==> config.mk <==
export PLATFORM = sky130hd
export DESIGN_NAME = stpidx_ctrl
export DESIGN_NICKNAME = d
export VERILOG_FILES = /design/src/stpidx_ctrl.v
export VERILOG_INCLUDE_DIRS = /design/src
export SDC_FILE = /design/constraint.sdc
export NUM_CORES = 1
export LEC_CHECK = 0
export BUFFER_PORTS_ARGS = -buffer_cell sky130_fd_sc_hd__buf_2
export CAP_MARGIN = 20
export CORE_MARGIN = 1.5
export CORE_UTILIZATION = 50
export DETAILED_ROUTE_END_ITERATION = 7
export MAX_ROUTING_LAYER = met4
export PLACE_DENSITY = 0.73
export SLEW_MARGIN = 40
export SYNTH_ARGS = -nofsm -noshare
export SYNTH_HDL_FRONTEND = slang
export SYNTH_SLANG_ARGS = --single-unit
==> constraint.sdc <==
create_clock -name aclk -period 14.1 [get_ports aclk]
set_clock_uncertainty 0.1 [all_clocks]
set_input_delay 2.115 -clock aclk [delete_from_list [all_inputs] [get_ports aclk]]
set_output_delay 2.115 -clock aclk [all_outputs]
set_load 0.005 [all_outputs]
==> src/stpidx_defs.vh <==
/*
  Constants of the stepper indexer control block: register offsets, field
  positions, reset values, state codes and timing counts.
  Assumes a single 25 MHz clock; every count is in clock cycles.
*/
`ifndef STPIDX_DEFS_VH
`define STPIDX_DEFS_VH

// =====================================================================
// Clock and timing
// =====================================================================
`define STP_PWM_CYC 10'h1f4
`define STP_BLANK_CYC 10'h05e
`define STP_OC_CYC 10'h058
`define STP_FAST_CYC 10'h07d

// =====================================================================
// Indexer and current scaling
// =====================================================================
`define STP_HOME_IDX 7'h10
`define STP_SENSE_GAIN 8'h05
`define STP_PCT_FULL 15'h0064

// =====================================================================
// Register map (byte addresses) and reset values
// =====================================================================
`define STP_CTRL_ADDR 8'h00
`define STP_VREF_ADDR 8'h04
`define STP_STAT_ADDR 8'h08
`define STP_CURR_ADDR 8'h0c
`define STP_CTRL_RST 2'h2
`define STP_VREF_RST 8'hff

// Status register field positions.
`define STP_ST_IDX 0
`define STP_ST_DRV 7
`define STP_ST_OC 8
`define STP_ST_HOT 9
`define STP_ST_UVL 10
`define STP_ST_SLP 11
`define STP_ST_FS 16

// =====================================================================
// Decay selections and winding drive states
// =====================================================================
`define STP_DECAY_SLOW 2'h0
`define STP_DECAY_FAST 2'h1
`define STP_DECAY_MIXED 2'h2
`define STP_W_OFF 2'h0
`define STP_W_DRIVE 2'h1
`define STP_W_SLOW 2'h2
`define STP_W_FAST 2'h3

`endif

==> src/stpidx_ctrl.v <==
/*
  Control logic of a two-winding bipolar stepper driver: step/direction
  indexer with 128-state sine table, bridge gating by clear, enable and
  sleep pins, fixed-frequency chopping with blanking and selectable decay,
  overcurrent, thermal and undervoltage fault handling, and an AXI4-Lite
  register slave.
  Assumes all pin inputs are asynchronous to aclk; the analog comparators
  (chop trip, FET current limit, die temperature, supply) are outside and
  arrive as logic levels.
*/
// Decided for this implementation: the placing of the registers and the AXI4-Lite slave port.
`include "stpidx_defs.vh"

module stpidx_ctrl (
  input wire aclk,
  input wire aresetn,
  input wire [7:0] awaddr,
  input wire awvalid,
  output wire awready,
  input wire [31:0] wdata,
  input wire [3:0] wstrb,
  input wire wvalid,
  output wire wready,
  output wire [1:0] bresp,
  output wire bvalid,
  input wire bready,
  input wire [7:0] araddr,
  input wire arvalid,
  output wire arready,
  output wire [31:0] rdata,
  output wire [1:0] rresp,
  output wire rvalid,
  input wire rready,
  input wire step_in,
  input wire direction_select,
  input wire [2:0] resolution_select,
  input wire chip_clear_low,
  input wire output_enable_low,
  input wire sleep_request_low,
  input wire [7:0] fet_limit_active,
  input wire die_overtemp,
  input wire supply_undervolt,
  input wire [1:0] chop_trip,
  output wire [1:0] winding_a_state,
  output wire [1:0] winding_b_state,
  output wire winding_a_neg,
  output wire winding_b_neg,
  output wire [7:0] itrip_code_a,
  output wire [7:0] itrip_code_b,
  output wire fault_flag_low,
  output wire charge_pump_en,
  output wire aux_regulator_en
);

  localparam [9:0] PWM_C = `STP_PWM_CYC;
  localparam [9:0] BLANK_C = `STP_BLANK_CYC;
  localparam [9:0] FAST_C = `STP_FAST_CYC;
  localparam [9:0] OC_C = `STP_OC_CYC;
  localparam [7:0] CTRL_A = `STP_CTRL_ADDR;
  localparam [7:0] VREF_A = `STP_VREF_ADDR;

  // ===================================================================
  // Functions
  // ===================================================================
  // Quarter-wave sine magnitude in percent, 33 points over 0..90 deg.
  function [6:0] qsin;
    input [5:0] k;
    begin
      case (k)
        6'h00: qsin = 7'd0;   6'h01: qsin = 7'd5;   6'h02: qsin = 7'd10;
        6'h03: qsin = 7'd15;  6'h04: qsin = 7'd20;  6'h05: qsin = 7'd24;
        6'h06: qsin = 7'd29;  6'h07: qsin = 7'd34;  6'h08: qsin = 7'd38;
        6'h09: qsin = 7'd43;  6'h0a: qsin = 7'd47;  6'h0b: qsin = 7'd51;
        6'h0c: qsin = 7'd56;  6'h0d: qsin = 7'd60;  6'h0e: qsin = 7'd63;
        6'h0f: qsin = 7'd67;  6'h10: qsin = 7'd71;  6'h11: qsin = 7'd74;
        6'h12: qsin = 7'd77;  6'h13: qsin = 7'd80;  6'h14: qsin = 7'd83;
        6'h15: qsin = 7'd86;  6'h16: qsin = 7'd88;  6'h17: qsin = 7'd90;
        6'h18: qsin = 7'd92;  6'h19: qsin = 7'd94;  6'h1a: qsin = 7'd96;
        6'h1b: qsin = 7'd97;  6'h1c: qsin = 7'd98;  6'h1d: qsin = 7'd99;
        default: qsin = 7'd100;
      endcase
    end
  endfunction

  // Signed sine of table state k (0..127): {negative, magnitude percent}.
  function [7:0] sin_pct;
    input [6:0] k;
    reg [5:0] r;
    begin
      r = {1'b0, k[4:0]};
      if (k[5]) begin
        r = 6'd32 - r;
      end
      sin_pct = {k[6], qsin(r)};
    end
  endfunction

  // Register decode shared by the read and write paths: {hit, index}.
  function [2:0] reg_dec;
    input [7:0] a;
    begin
      reg_dec = {(a[7:4] == 4'h0) && (a[1:0] == 2'h0), a[3:2]};
    end
  endfunction

  // ===================================================================
  // Pin synchronisers
  // ===================================================================
  // Every pin passes two flops; only the second stage is read.
  reg [19:0] pin_s1_q;
  reg [19:0] pin_s2_q;
  always @(posedge aclk) begin
    if (!aresetn) begin
      pin_s1_q <= 20'h00000;
      pin_s2_q <= 20'h00000;
    end else begin
      pin_s1_q <= {step_in, direction_select, resolution_select, chip_clear_low,
                   output_enable_low, sleep_request_low, fet_limit_active,
                   die_overtemp, supply_undervolt, chop_trip};
      pin_s2_q <= pin_s1_q;
    end
  end

  wire s_step = pin_s2_q[19];
  wire s_dir = pin_s2_q[18];
  wire [2:0] s_mode = pin_s2_q[17:15];
  wire s_clr_n = pin_s2_q[14];
  wire s_oe_n = pin_s2_q[13];
  wire s_slp_n = pin_s2_q[12];
  wire [7:0] s_fet = pin_s2_q[11:4];
  wire s_ot = pin_s2_q[3];
  wire s_uv = pin_s2_q[2];
  wire [1:0] s_trip = pin_s2_q[1:0];

  // ===================================================================
  // Operating gates
  // ===================================================================
  reg oc_q;
  reg [1:0] decay_q;
  reg [7:0] vref_q;
  // Clear and undervoltage both send the indexer home and clear the overcurrent latch; the registers keep their values.
  wire logic_clr = !s_clr_n || s_uv;
  wire step_ok = s_slp_n && !logic_clr && !s_oe_n;
  wire drive_ok = step_ok && !oc_q && !s_ot;

  // ===================================================================
  // Step edge detection and indexer
  // ===================================================================
  reg step_prev_q;
  reg [6:0] idx_q;
  reg [6:0] stride;
  // Mode picks the stride through the 128-state table; codes above
  // 1/32 also run at 1/32.
  always @* begin
    case (s_mode)
      3'h0: stride = 7'h20;
      3'h1: stride = 7'h10;
      3'h2: stride = 7'h08;
      3'h3: stride = 7'h04;
      3'h4: stride = 7'h02;
      default: stride = 7'h01;
    endcase
  end

  // Direction is sampled on the same synchronised edge as step. The
  // edge history keeps tracking while clear, undervoltage or disable refuse
  // steps (it freezes in sleep), so a high step level at enable time does
  // not count as a new edge.
  always @(posedge aclk) begin
    if (!aresetn) begin
      step_prev_q <= 1'b0;
      idx_q <= `STP_HOME_IDX;
    end else if (s_slp_n) begin
      step_prev_q <= s_step;
      if (logic_clr) begin
        idx_q <= `STP_HOME_IDX;
      end else if (step_ok && s_step && !step_prev_q) begin
        if (s_dir) begin
          idx_q <= idx_q + stride;
        end else begin
          idx_q <= idx_q - stride;
        end
      end
    end
  end

  // ===================================================================
  // Current references
  // ===================================================================
  // Winding A follows cosine, B follows sine. The trip code scales the
  // table percentage by the reference; the sense amplifier gain applies
  // in the analog comparator, so full scale is reference over gain.
  wire [7:0] pct_a = sin_pct(idx_q + 7'h20);
  wire [7:0] pct_b = sin_pct(idx_q);
  wire [14:0] prod_a = {8'h00, pct_a[6:0]} * {7'h00, vref_q};
  wire [14:0] prod_b = {8'h00, pct_b[6:0]} * {7'h00, vref_q};
  wire [14:0] quot_a = prod_a / `STP_PCT_FULL;
  wire [14:0] quot_b = prod_b / `STP_PCT_FULL;
  wire [7:0] fs_code = vref_q / `STP_SENSE_GAIN;
  reg [7:0] itrip_a_q;
  reg [7:0] itrip_b_q;
  reg neg_a_q;
  reg neg_b_q;
  always @(posedge aclk) begin
    if (!aresetn) begin
      itrip_a_q <= 8'h00;
      itrip_b_q <= 8'h00;
      neg_a_q <= 1'b0;
      neg_b_q <= 1'b0;
    end else begin
      itrip_a_q <= quot_a[7:0];
      itrip_b_q <= quot_b[7:0];
      neg_a_q <= pct_a[7];
      neg_b_q <= pct_b[7];
    end
  end

  // ===================================================================
  // PWM period divider
  // ===================================================================
  // Frozen in sleep, standing in for the halted internal clocks.
  reg [9:0] pwm_cnt_q;
  reg pwm_tick_q;
  always @(posedge aclk) begin
    if (!aresetn) begin
      pwm_cnt_q <= 10'h000;
      pwm_tick_q <= 1'b0;
    end else if (!s_slp_n) begin
      pwm_tick_q <= 1'b0;
    end else if (pwm_cnt_q == PWM_C - 10'h001) begin
      pwm_cnt_q <= 10'h000;
      pwm_tick_q <= 1'b1;
    end else begin
      pwm_cnt_q <= pwm_cnt_q + 10'h001;
      pwm_tick_q <= 1'b0;
    end
  end

  // ===================================================================
  // Chopping state machine, one per winding
  // ===================================================================
  wire [1:0] wst [0:1];
  genvar w;
  generate
    for (w = 0; w < 2; w = w + 1) begin : g_wind
      reg [1:0] st_q;
      reg [9:0] cnt_q;
      assign wst[w] = st_q;
      // Drive until a trip past blanking, then decay to the period end.
      // Mixed decay runs fast for a fixed share, then slow.
      always @(posedge aclk) begin
        if (!aresetn) begin
          st_q <= `STP_W_OFF;
          cnt_q <= 10'h000;
        end else if (!drive_ok) begin
          st_q <= `STP_W_OFF;
          cnt_q <= 10'h000;
        end else begin
          if (cnt_q != 10'h3ff) begin
            cnt_q <= cnt_q + 10'h001;
          end
          case (st_q)
            `STP_W_OFF: begin
              st_q <= `STP_W_DRIVE;
              cnt_q <= 10'h000;
            end
            `STP_W_DRIVE: begin
              if (s_trip[w] && cnt_q >= BLANK_C) begin
                cnt_q <= 10'h000;
                if (decay_q == `STP_DECAY_SLOW) begin
                  st_q <= `STP_W_SLOW;
                end else begin
                  st_q <= `STP_W_FAST;
                end
              end
            end
            `STP_W_SLOW: begin
              if (pwm_tick_q) begin
                st_q <= `STP_W_DRIVE;
                cnt_q <= 10'h000;
              end
            end
            default: begin
              if (pwm_tick_q) begin
                st_q <= `STP_W_DRIVE;
                cnt_q <= 10'h000;
              end else if (decay_q == `STP_DECAY_MIXED &&
                           cnt_q >= FAST_C - 10'h001) begin
                st_q <= `STP_W_SLOW;
              end
            end
          endcase
        end
      end
    end
  endgenerate

  // ===================================================================
  // Overcurrent qualification and fault flag
  // ===================================================================
  // Any FET current limit counts, whichever side or short it is, and the
  // path never looks at the chop comparators.
  reg [9:0] oc_cnt_q;
  reg fault_n_q;
  reg pump_q;
  always @(posedge aclk) begin
    if (!aresetn) begin
      oc_cnt_q <= 10'h000;
      oc_q <= 1'b0;
      fault_n_q <= 1'b1;
      pump_q <= 1'b0;
    end else begin
      pump_q <= s_slp_n;
      if (!s_slp_n || logic_clr) begin
        oc_cnt_q <= 10'h000;
        oc_q <= 1'b0;
      end else if (|s_fet) begin
        if (oc_cnt_q >= OC_C - 10'h001) begin
          oc_q <= 1'b1;
        end else begin
          oc_cnt_q <= oc_cnt_q + 10'h001;
        end
      end else begin
        oc_cnt_q <= 10'h000;
      end
      // Released in the cycle after the latch clears or the heat falls.
      fault_n_q <= !(oc_q || (s_ot && s_slp_n));
    end
  end

  // ===================================================================
  // AXI4-Lite slave
  // ===================================================================
  reg awready_q;
  reg wready_q;
  reg aw_have_q;
  reg w_have_q;
  reg [7:0] awaddr_q;
  reg [31:0] wdata_q;
  reg wstrb0_q;
  reg bvalid_q;
  reg [1:0] bresp_q;
  reg arready_q;
  reg rvalid_q;
  reg [31:0] rdata_q;
  reg [1:0] rresp_q;
  wire [2:0] wdec = reg_dec(awaddr_q);
  wire [2:0] rdec = reg_dec(araddr);

  // Address and data are taken in either order; the write lands once
  // both are held, and the response is raised in the same cycle.
  always @(posedge aclk) begin
    if (!aresetn) begin
      awready_q <= 1'b1;
      wready_q <= 1'b1;
      aw_have_q <= 1'b0;
      w_have_q <= 1'b0;
      awaddr_q <= 8'h00;
      wdata_q <= 32'h00000000;
      wstrb0_q <= 1'b0;
      bvalid_q <= 1'b0;
      bresp_q <= 2'h0;
      decay_q <= `STP_CTRL_RST;
      vref_q <= `STP_VREF_RST;
    end else begin
      if (awvalid && awready_q) begin
        awaddr_q <= awaddr;
        aw_have_q <= 1'b1;
        awready_q <= 1'b0;
      end
      if (wvalid && wready_q) begin
        wdata_q <= wdata;
        wstrb0_q <= wstrb[0];
        w_have_q <= 1'b1;
        wready_q <= 1'b0;
      end
      if (aw_have_q && w_have_q && !bvalid_q) begin
        aw_have_q <= 1'b0;
        w_have_q <= 1'b0;
        bvalid_q <= 1'b1;
        bresp_q <= wdec[2] ? 2'h0 : 2'h2;
        if (wdec[2] && wstrb0_q && wdec[1:0] == CTRL_A[3:2]) begin
          decay_q <= (wdata_q[1:0] == 2'h3) ? `STP_DECAY_MIXED : wdata_q[1:0];
        end
        if (wdec[2] && wstrb0_q && wdec[1:0] == VREF_A[3:2]) begin
          vref_q <= wdata_q[7:0];
        end
      end
      if (bvalid_q && bready) begin
        bvalid_q <= 1'b0;
        awready_q <= 1'b1;
        wready_q <= 1'b1;
      end
    end
  end

  // Reads answer one cycle after the address is taken.
  always @(posedge aclk) begin
    if (!aresetn) begin
      arready_q <= 1'b1;
      rvalid_q <= 1'b0;
      rdata_q <= 32'h00000000;
      rresp_q <= 2'h0;
    end else if (arvalid && arready_q) begin
      arready_q <= 1'b0;
      rvalid_q <= 1'b1;
      rresp_q <= rdec[2] ? 2'h0 : 2'h2;
      rdata_q <= 32'h00000000;
      if (rdec[2]) begin
        case (rdec[1:0])
          2'h0: rdata_q <= {30'h00000000, decay_q};
          2'h1: rdata_q <= {24'h000000, vref_q};
          2'h2: begin
            rdata_q[`STP_ST_IDX +: 7] <= idx_q;
            rdata_q[`STP_ST_DRV] <= drive_ok;
            rdata_q[`STP_ST_OC] <= oc_q;
            rdata_q[`STP_ST_HOT] <= s_ot;
            rdata_q[`STP_ST_UVL] <= s_uv;
            rdata_q[`STP_ST_SLP] <= !s_slp_n;
            rdata_q[`STP_ST_FS +: 8] <= fs_code;
          end
          default: rdata_q <= {6'h00, neg_b_q, neg_a_q, itrip_b_q,
                               8'h00, itrip_a_q};
        endcase
      end
    end else if (rvalid_q && rready) begin
      rvalid_q <= 1'b0;
      arready_q <= 1'b1;
    end
  end

  // ===================================================================
  // Outputs
  // ===================================================================
  assign awready = awready_q;
  assign wready = wready_q;
  assign bresp = bresp_q;
  assign bvalid = bvalid_q;
  assign arready = arready_q;
  assign rdata = rdata_q;
  assign rresp = rresp_q;
  assign rvalid = rvalid_q;
  assign winding_a_state = wst[0];
  assign winding_b_state = wst[1];
  assign winding_a_neg = neg_a_q;
  assign winding_b_neg = neg_b_q;
  assign itrip_code_a = itrip_a_q;
  assign itrip_code_b = itrip_b_q;
  assign fault_flag_low = fault_n_q;
  assign charge_pump_en = pump_q;
  assign aux_regulator_en = pump_q;

endmodule // stpidx_ctrl

==> impl_metrics.xml <==
<?xml version="1.0" encoding="UTF-8"?>
<metrics>
  <group name="route">
    <metric name="postRouteAntennaNets" unit="">0</metric>
    <metric name="drc_errors" unit="">0</metric>
    <metric name="post_drt_wl_per_cell" unit="µm">16.14</metric>
    <metric name="detailroute.via_count" unit="">13774</metric>
    <metric name="route.final.wire_length" unit="µm">37480</metric>
    <metric name="drt_first_iter_violations" unit="">879</metric>
    <metric name="drt-pass1-iter-count" unit="">7</metric>
    <metric name="route.detailed.vias_per_inst" unit="">5.932</metric>
  </group>
  <group name="cts">
    <metric name="cts_root_buf" unit="">sky130_fd_sc_hd__clkbuf_16</metric>
    <metric name="holdBufCountCts" unit="">0</metric>
    <metric name="cts-buffers-inserted" unit="">17</metric>
    <metric name="cts_tree" unit="">done</metric>
    <metric name="clock-sinks" unit="">172</metric>
    <metric name="post_cts_resized" unit="">0</metric>
    <metric name="clk-insertion-delay-late" unit="ps">430</metric>
    <metric name="h_tree_levels" unit="">4</metric>
    <metric name="register_clock_pin_slew_on_the_reported_worst_setup_and_hold_paths" unit="ps">70</metric>
    <metric name="clk_path_buf_depth" unit="">2</metric>
    <metric name="post_cts_buffers" unit="">0</metric>
  </group>
  <group name="timing">
    <metric name="unrepaired_setup_endpoints_after_global_routing" unit="">no</metric>
    <metric name="tightest_slew" unit="ps">757.0</metric>
    <metric name="fmaxAchievable" unit="MHz">77.49</metric>
    <metric name="setup_ws" unit="ps">1196</metric>
    <metric name="min_period" unit="ps">12900</metric>
    <metric name="finalSetupTns" unit="ps">0</metric>
    <metric name="report.final.setup_viol" unit="">0</metric>
    <metric name="slew_headroom" unit="">0.4874</metric>
    <metric name="post-route-period-util" unit="">0.9152</metric>
    <metric name="maxSlewViolCount" unit="">0</metric>
    <metric name="hold_viol" unit="">0</metric>
  </group>
  <group name="placement">
    <metric name="detailedPlacementHpwl" unit="µm">28460</metric>
    <metric name="pre_cts_ws" unit="ps">1185</metric>
    <metric name="port_buffers" unit="">105</metric>
    <metric name="finalWeightedCongestion" unit="">0.9163</metric>
  </group>
  <group name="power">
    <metric name="static-leakage-power" unit="nW">6.789</metric>
    <metric name="pwr_cell_area" unit="mW/mm²">155.9</metric>
    <metric name="vdd_ir_drop_max" unit="mV">0.1523</metric>
  </group>
  <group name="global_routing">
    <metric name="grt_pass1_wl" unit="µm">62490</metric>
    <metric name="grt.overflow.total" unit="">0</metric>
    <metric name="track_usage" unit="">0.2499</metric>
    <metric name="maximum_number_of_pins_on_one_net_before_global_route_repair" unit="">66</metric>
    <metric name="grt_pass1_vias" unit="">12899</metric>
    <metric name="initial_antenna_violation_count" unit="">2</metric>
  </group>
  <group name="yosys">
    <metric name="synth_top_cells_by_area" unit="">sky130_fd_sc_hd__dfxtp_1, sky130_fd_sc_hd__ha_1, sky130_fd_sc_hd__fa_1, sky130_fd_sc_hd__nor2_1, sky130_fd_sc_hd__and2_1</metric>
    <metric name="synth_edf_count" unit="">0</metric>
    <metric name="ys_dominant_reg_cell" unit="">sky130_fd_sc_hd__dfxtp_1</metric>
    <metric name="syn_area_per_cell" unit="µm²">8.108</metric>
    <metric name="synth_top_cell_area_share" unit="">0.2303</metric>
    <metric name="synth_cell_type_count" unit="">111</metric>
    <metric name="synth.ff_latch_count" unit="">172</metric>
    <metric name="post_synth_arst_share" unit="">0</metric>
    <metric name="post_synth_instance_area" unit="mm²">0.01495</metric>
    <metric name="netlist.top_cell.by_area" unit="">sky130_fd_sc_hd__dfxtp_1</metric>
    <metric name="syn-instance-count" unit="">1844</metric>
    <metric name="yosysSeqAreaShare" unit="">0.2303</metric>
    <metric name="yosysWarningCount" unit="">0</metric>
  </group>
  <group name="die">
    <metric name="initial_utilization" unit="">0.5058</metric>
    <metric name="core_region_area" unit="mm²">0.02956</metric>
    <metric name="floorplan_row_count" unit="">63</metric>
    <metric name="ios" unit="">145</metric>
    <metric name="area_enclosed_by_the_die_boundary" unit="mm²">0.03095</metric>
    <metric name="chipHeight" unit="µm">175.9</metric>
    <metric name="x_dimension_of_the_die" unit="µm">175.9</metric>
  </group>
  <group name="worst_hold_path">
    <metric name="hp-class" unit="">reg2reg</metric>
  </group>
  <group name="worst_setup_path">
    <metric name="crit_type" unit="">reg2reg</metric>
    <metric name="worst_setup_path_end_kind" unit="">register</metric>
    <metric name="critical_path.slowest_cell" unit="">sky130_fd_sc_hd__dfxtp_1</metric>
    <metric name="cp.required" unit="ps">14330</metric>
    <metric name="most_numerous_cell_on_the_critical_path" unit="">sky130_fd_sc_hd__inv_1</metric>
    <metric name="critical-path-max-stage-delay" unit="ps">730</metric>
    <metric name="critPathArrivalTime" unit="ps">13130</metric>
    <metric name="worstPathMaxFanout" unit="">16</metric>
    <metric name="critical_path.startpoint_type" unit="">register</metric>
  </group>
  <group name="layout">
    <metric name="layout.area.seq" unit="mm²">0.003443</metric>
    <metric name="layout-area-overhead-vs-synth" unit="%">10.08</metric>
    <metric name="multiInputGateArea" unit="mm²">0.01095</metric>
    <metric name="final.fill_count" unit="">2704</metric>
    <metric name="num-nets-final" unit="">2155</metric>
    <metric name="final_layout_size_suffix_gt1_frac" unit="">0.1223</metric>
  </group>
  <group name="job">
    <metric name="max-cap-violations" unit="">0</metric>
  </group>
  <group name="status">
    <metric name="status" unit="">complete, no violations</metric>
  </group>
</metrics>
[stage by stage]
step	util	hold slack, ps	total power, mW	std cells	cell area (µm²)
finish	0.5567	330.0	2.565	2322	16460
global route	0.5567	342.1	2.770	2322	16460
CTS	0.5550	330.3	2.538	2320	16410
detailed placement	0.5356	318.6	2.085	2289	15830
global placement	0.5349	314.3	2.059	2289	15810
floorplan	-	308.0	1.771	1855	14990
[path summary, 6_finish.rpt]
path	endpoint	from	slack, ps	cells past startpoint
max	itrip_code_b[0]$_SDFF_PN0_	idx_q[0]$_SDFFE_PN0P_	1200	42
max reg2reg	itrip_code_b[0]$_SDFF_PN0_	idx_q[0]$_SDFFE_PN0P_	1200	42
min	oc_cnt_q[9]$_SDFFE_PP0N_	oc_cnt_q[9]$_SDFFE_PP0N_	330	2
min reg2reg	oc_cnt_q[9]$_SDFFE_PP0N_	oc_cnt_q[9]$_SDFFE_PP0N_	330	2
[Yosys cell counts, types with 36 or more instances]
| cell | number |
|---|---|
| sky130_fd_sc_hd__xnor2_1 | 48 |
| sky130_fd_sc_hd__nand2b_1 | 36 |
| sky130_fd_sc_hd__nor2_1 | 195 |
| sky130_fd_sc_hd__ha_1 | 99 |
| sky130_fd_sc_hd__nor3_1 | 50 |
| sky130_fd_sc_hd__a21oi_1 | 117 |
| sky130_fd_sc_hd__o21ai_0 | 77 |
| sky130_fd_sc_hd__fa_1 | 59 |
| sky130_fd_sc_hd__dfxtp_1 | 172 |
| sky130_fd_sc_hd__clkbuf_1 | 61 |
| sky130_fd_sc_hd__inv_1 | 72 |
| sky130_fd_sc_hd__nand2_1 | 162 |
| sky130_fd_sc_hd__and2_1 | 113 |
| sky130_fd_sc_hd__nor2b_1 | 36 |
| sky130_fd_sc_hd__nand3_1 | 38 |
[per-layer routing]
| layer | global-route usage | part of all wire |
|---|---|---|
| met1 | 0.3286 | 0.46 |
| met3 | 0.02814 | 0.046 |
| met5 | - | 0 |
| met2 | 0.4078 | 0.47 |
| met4 | 0.06624 | 0.019 |
[power by group]
| part | switching [mW] | leakage, nW | internal, mW | total [mW] |
|---|---|---|---|---|
| clock | 0.217 | 0.274 | 0.235 | 0.451 |
| sequential | 0.0271 | 1.40 | 0.517 | 0.544 |
| combinational | 0.953 | 5.11 | 0.616 | 1.57 |
| total | 1.20 | 6.79 | 1.37 | 2.57 |
[worst max-delay path: cells and delay by family (launching register included)]
family                   cells  cell delay (ps)
AO/OA/AOI/OAI               17             5290
adder cells (fa/ha/maj)      8             3540
AND/OR/NAND/NOR             10             1770
buffers and inverters        5              810
flip-flops                   1              730
multiplexers                 1              360
XOR/XNOR                     1              190
[flip-flops by register name, indices dropped and copies added (netlist names), 2 cells and up]
register         flops
oc_cnt_q            10
awaddr_q             8
itrip_code_a         8
g_wind.cnt_q        20
idx_q                7
rdata               22
pin_s1_q            20
winding_b_state      2
decay_q              2
pwm_cnt_q           10
wdata_q              8
vref_q               8
winding_a_state      2
itrip_code_b         8
pin_s2_q            20
[cell type report]
type | count | area share
multi-input combinational | 1521 | 0.6653
tap | 390 | 0.02965
antenna | 2 | 0.0003041
timing repair buffer | 130 | 0.04334
clock inverter | 14 | 0.008971
clock buffer | 17 | 0.02585
sequential | 172 | 0.2092
inverter | 76 | 0.01733
[cell families after synthesis]
kind of cell	count (synthesis)	share of synthesized area
xor+xnor	82	0.04929
mux	37	0.03004
fa+ha+maj	160	0.1632
flops	172	0.2303
compound gates	490	0.2327
other cells	1	0.0002508
simple gates	740	0.2491
buf+inv	162	0.04511
[cells in the final DEF, fill, tap and decap left out, types with 38 or more instances in the layout]
master	n
sky130_fd_sc_hd__a21oi_1	117
sky130_fd_sc_hd__and2_1	113
sky130_fd_sc_hd__buf_2	105
sky130_fd_sc_hd__dfxtp_1	172
sky130_fd_sc_hd__fa_1	59
sky130_fd_sc_hd__ha_1	99
sky130_fd_sc_hd__inv_1	72
sky130_fd_sc_hd__nand2_1	161
sky130_fd_sc_hd__nand3_1	38
sky130_fd_sc_hd__nor2_1	195
sky130_fd_sc_hd__nor3_1	50
sky130_fd_sc_hd__o21ai_0	77
sky130_fd_sc_hd__xnor2_1	44
(Power assumes the default switching activity.)
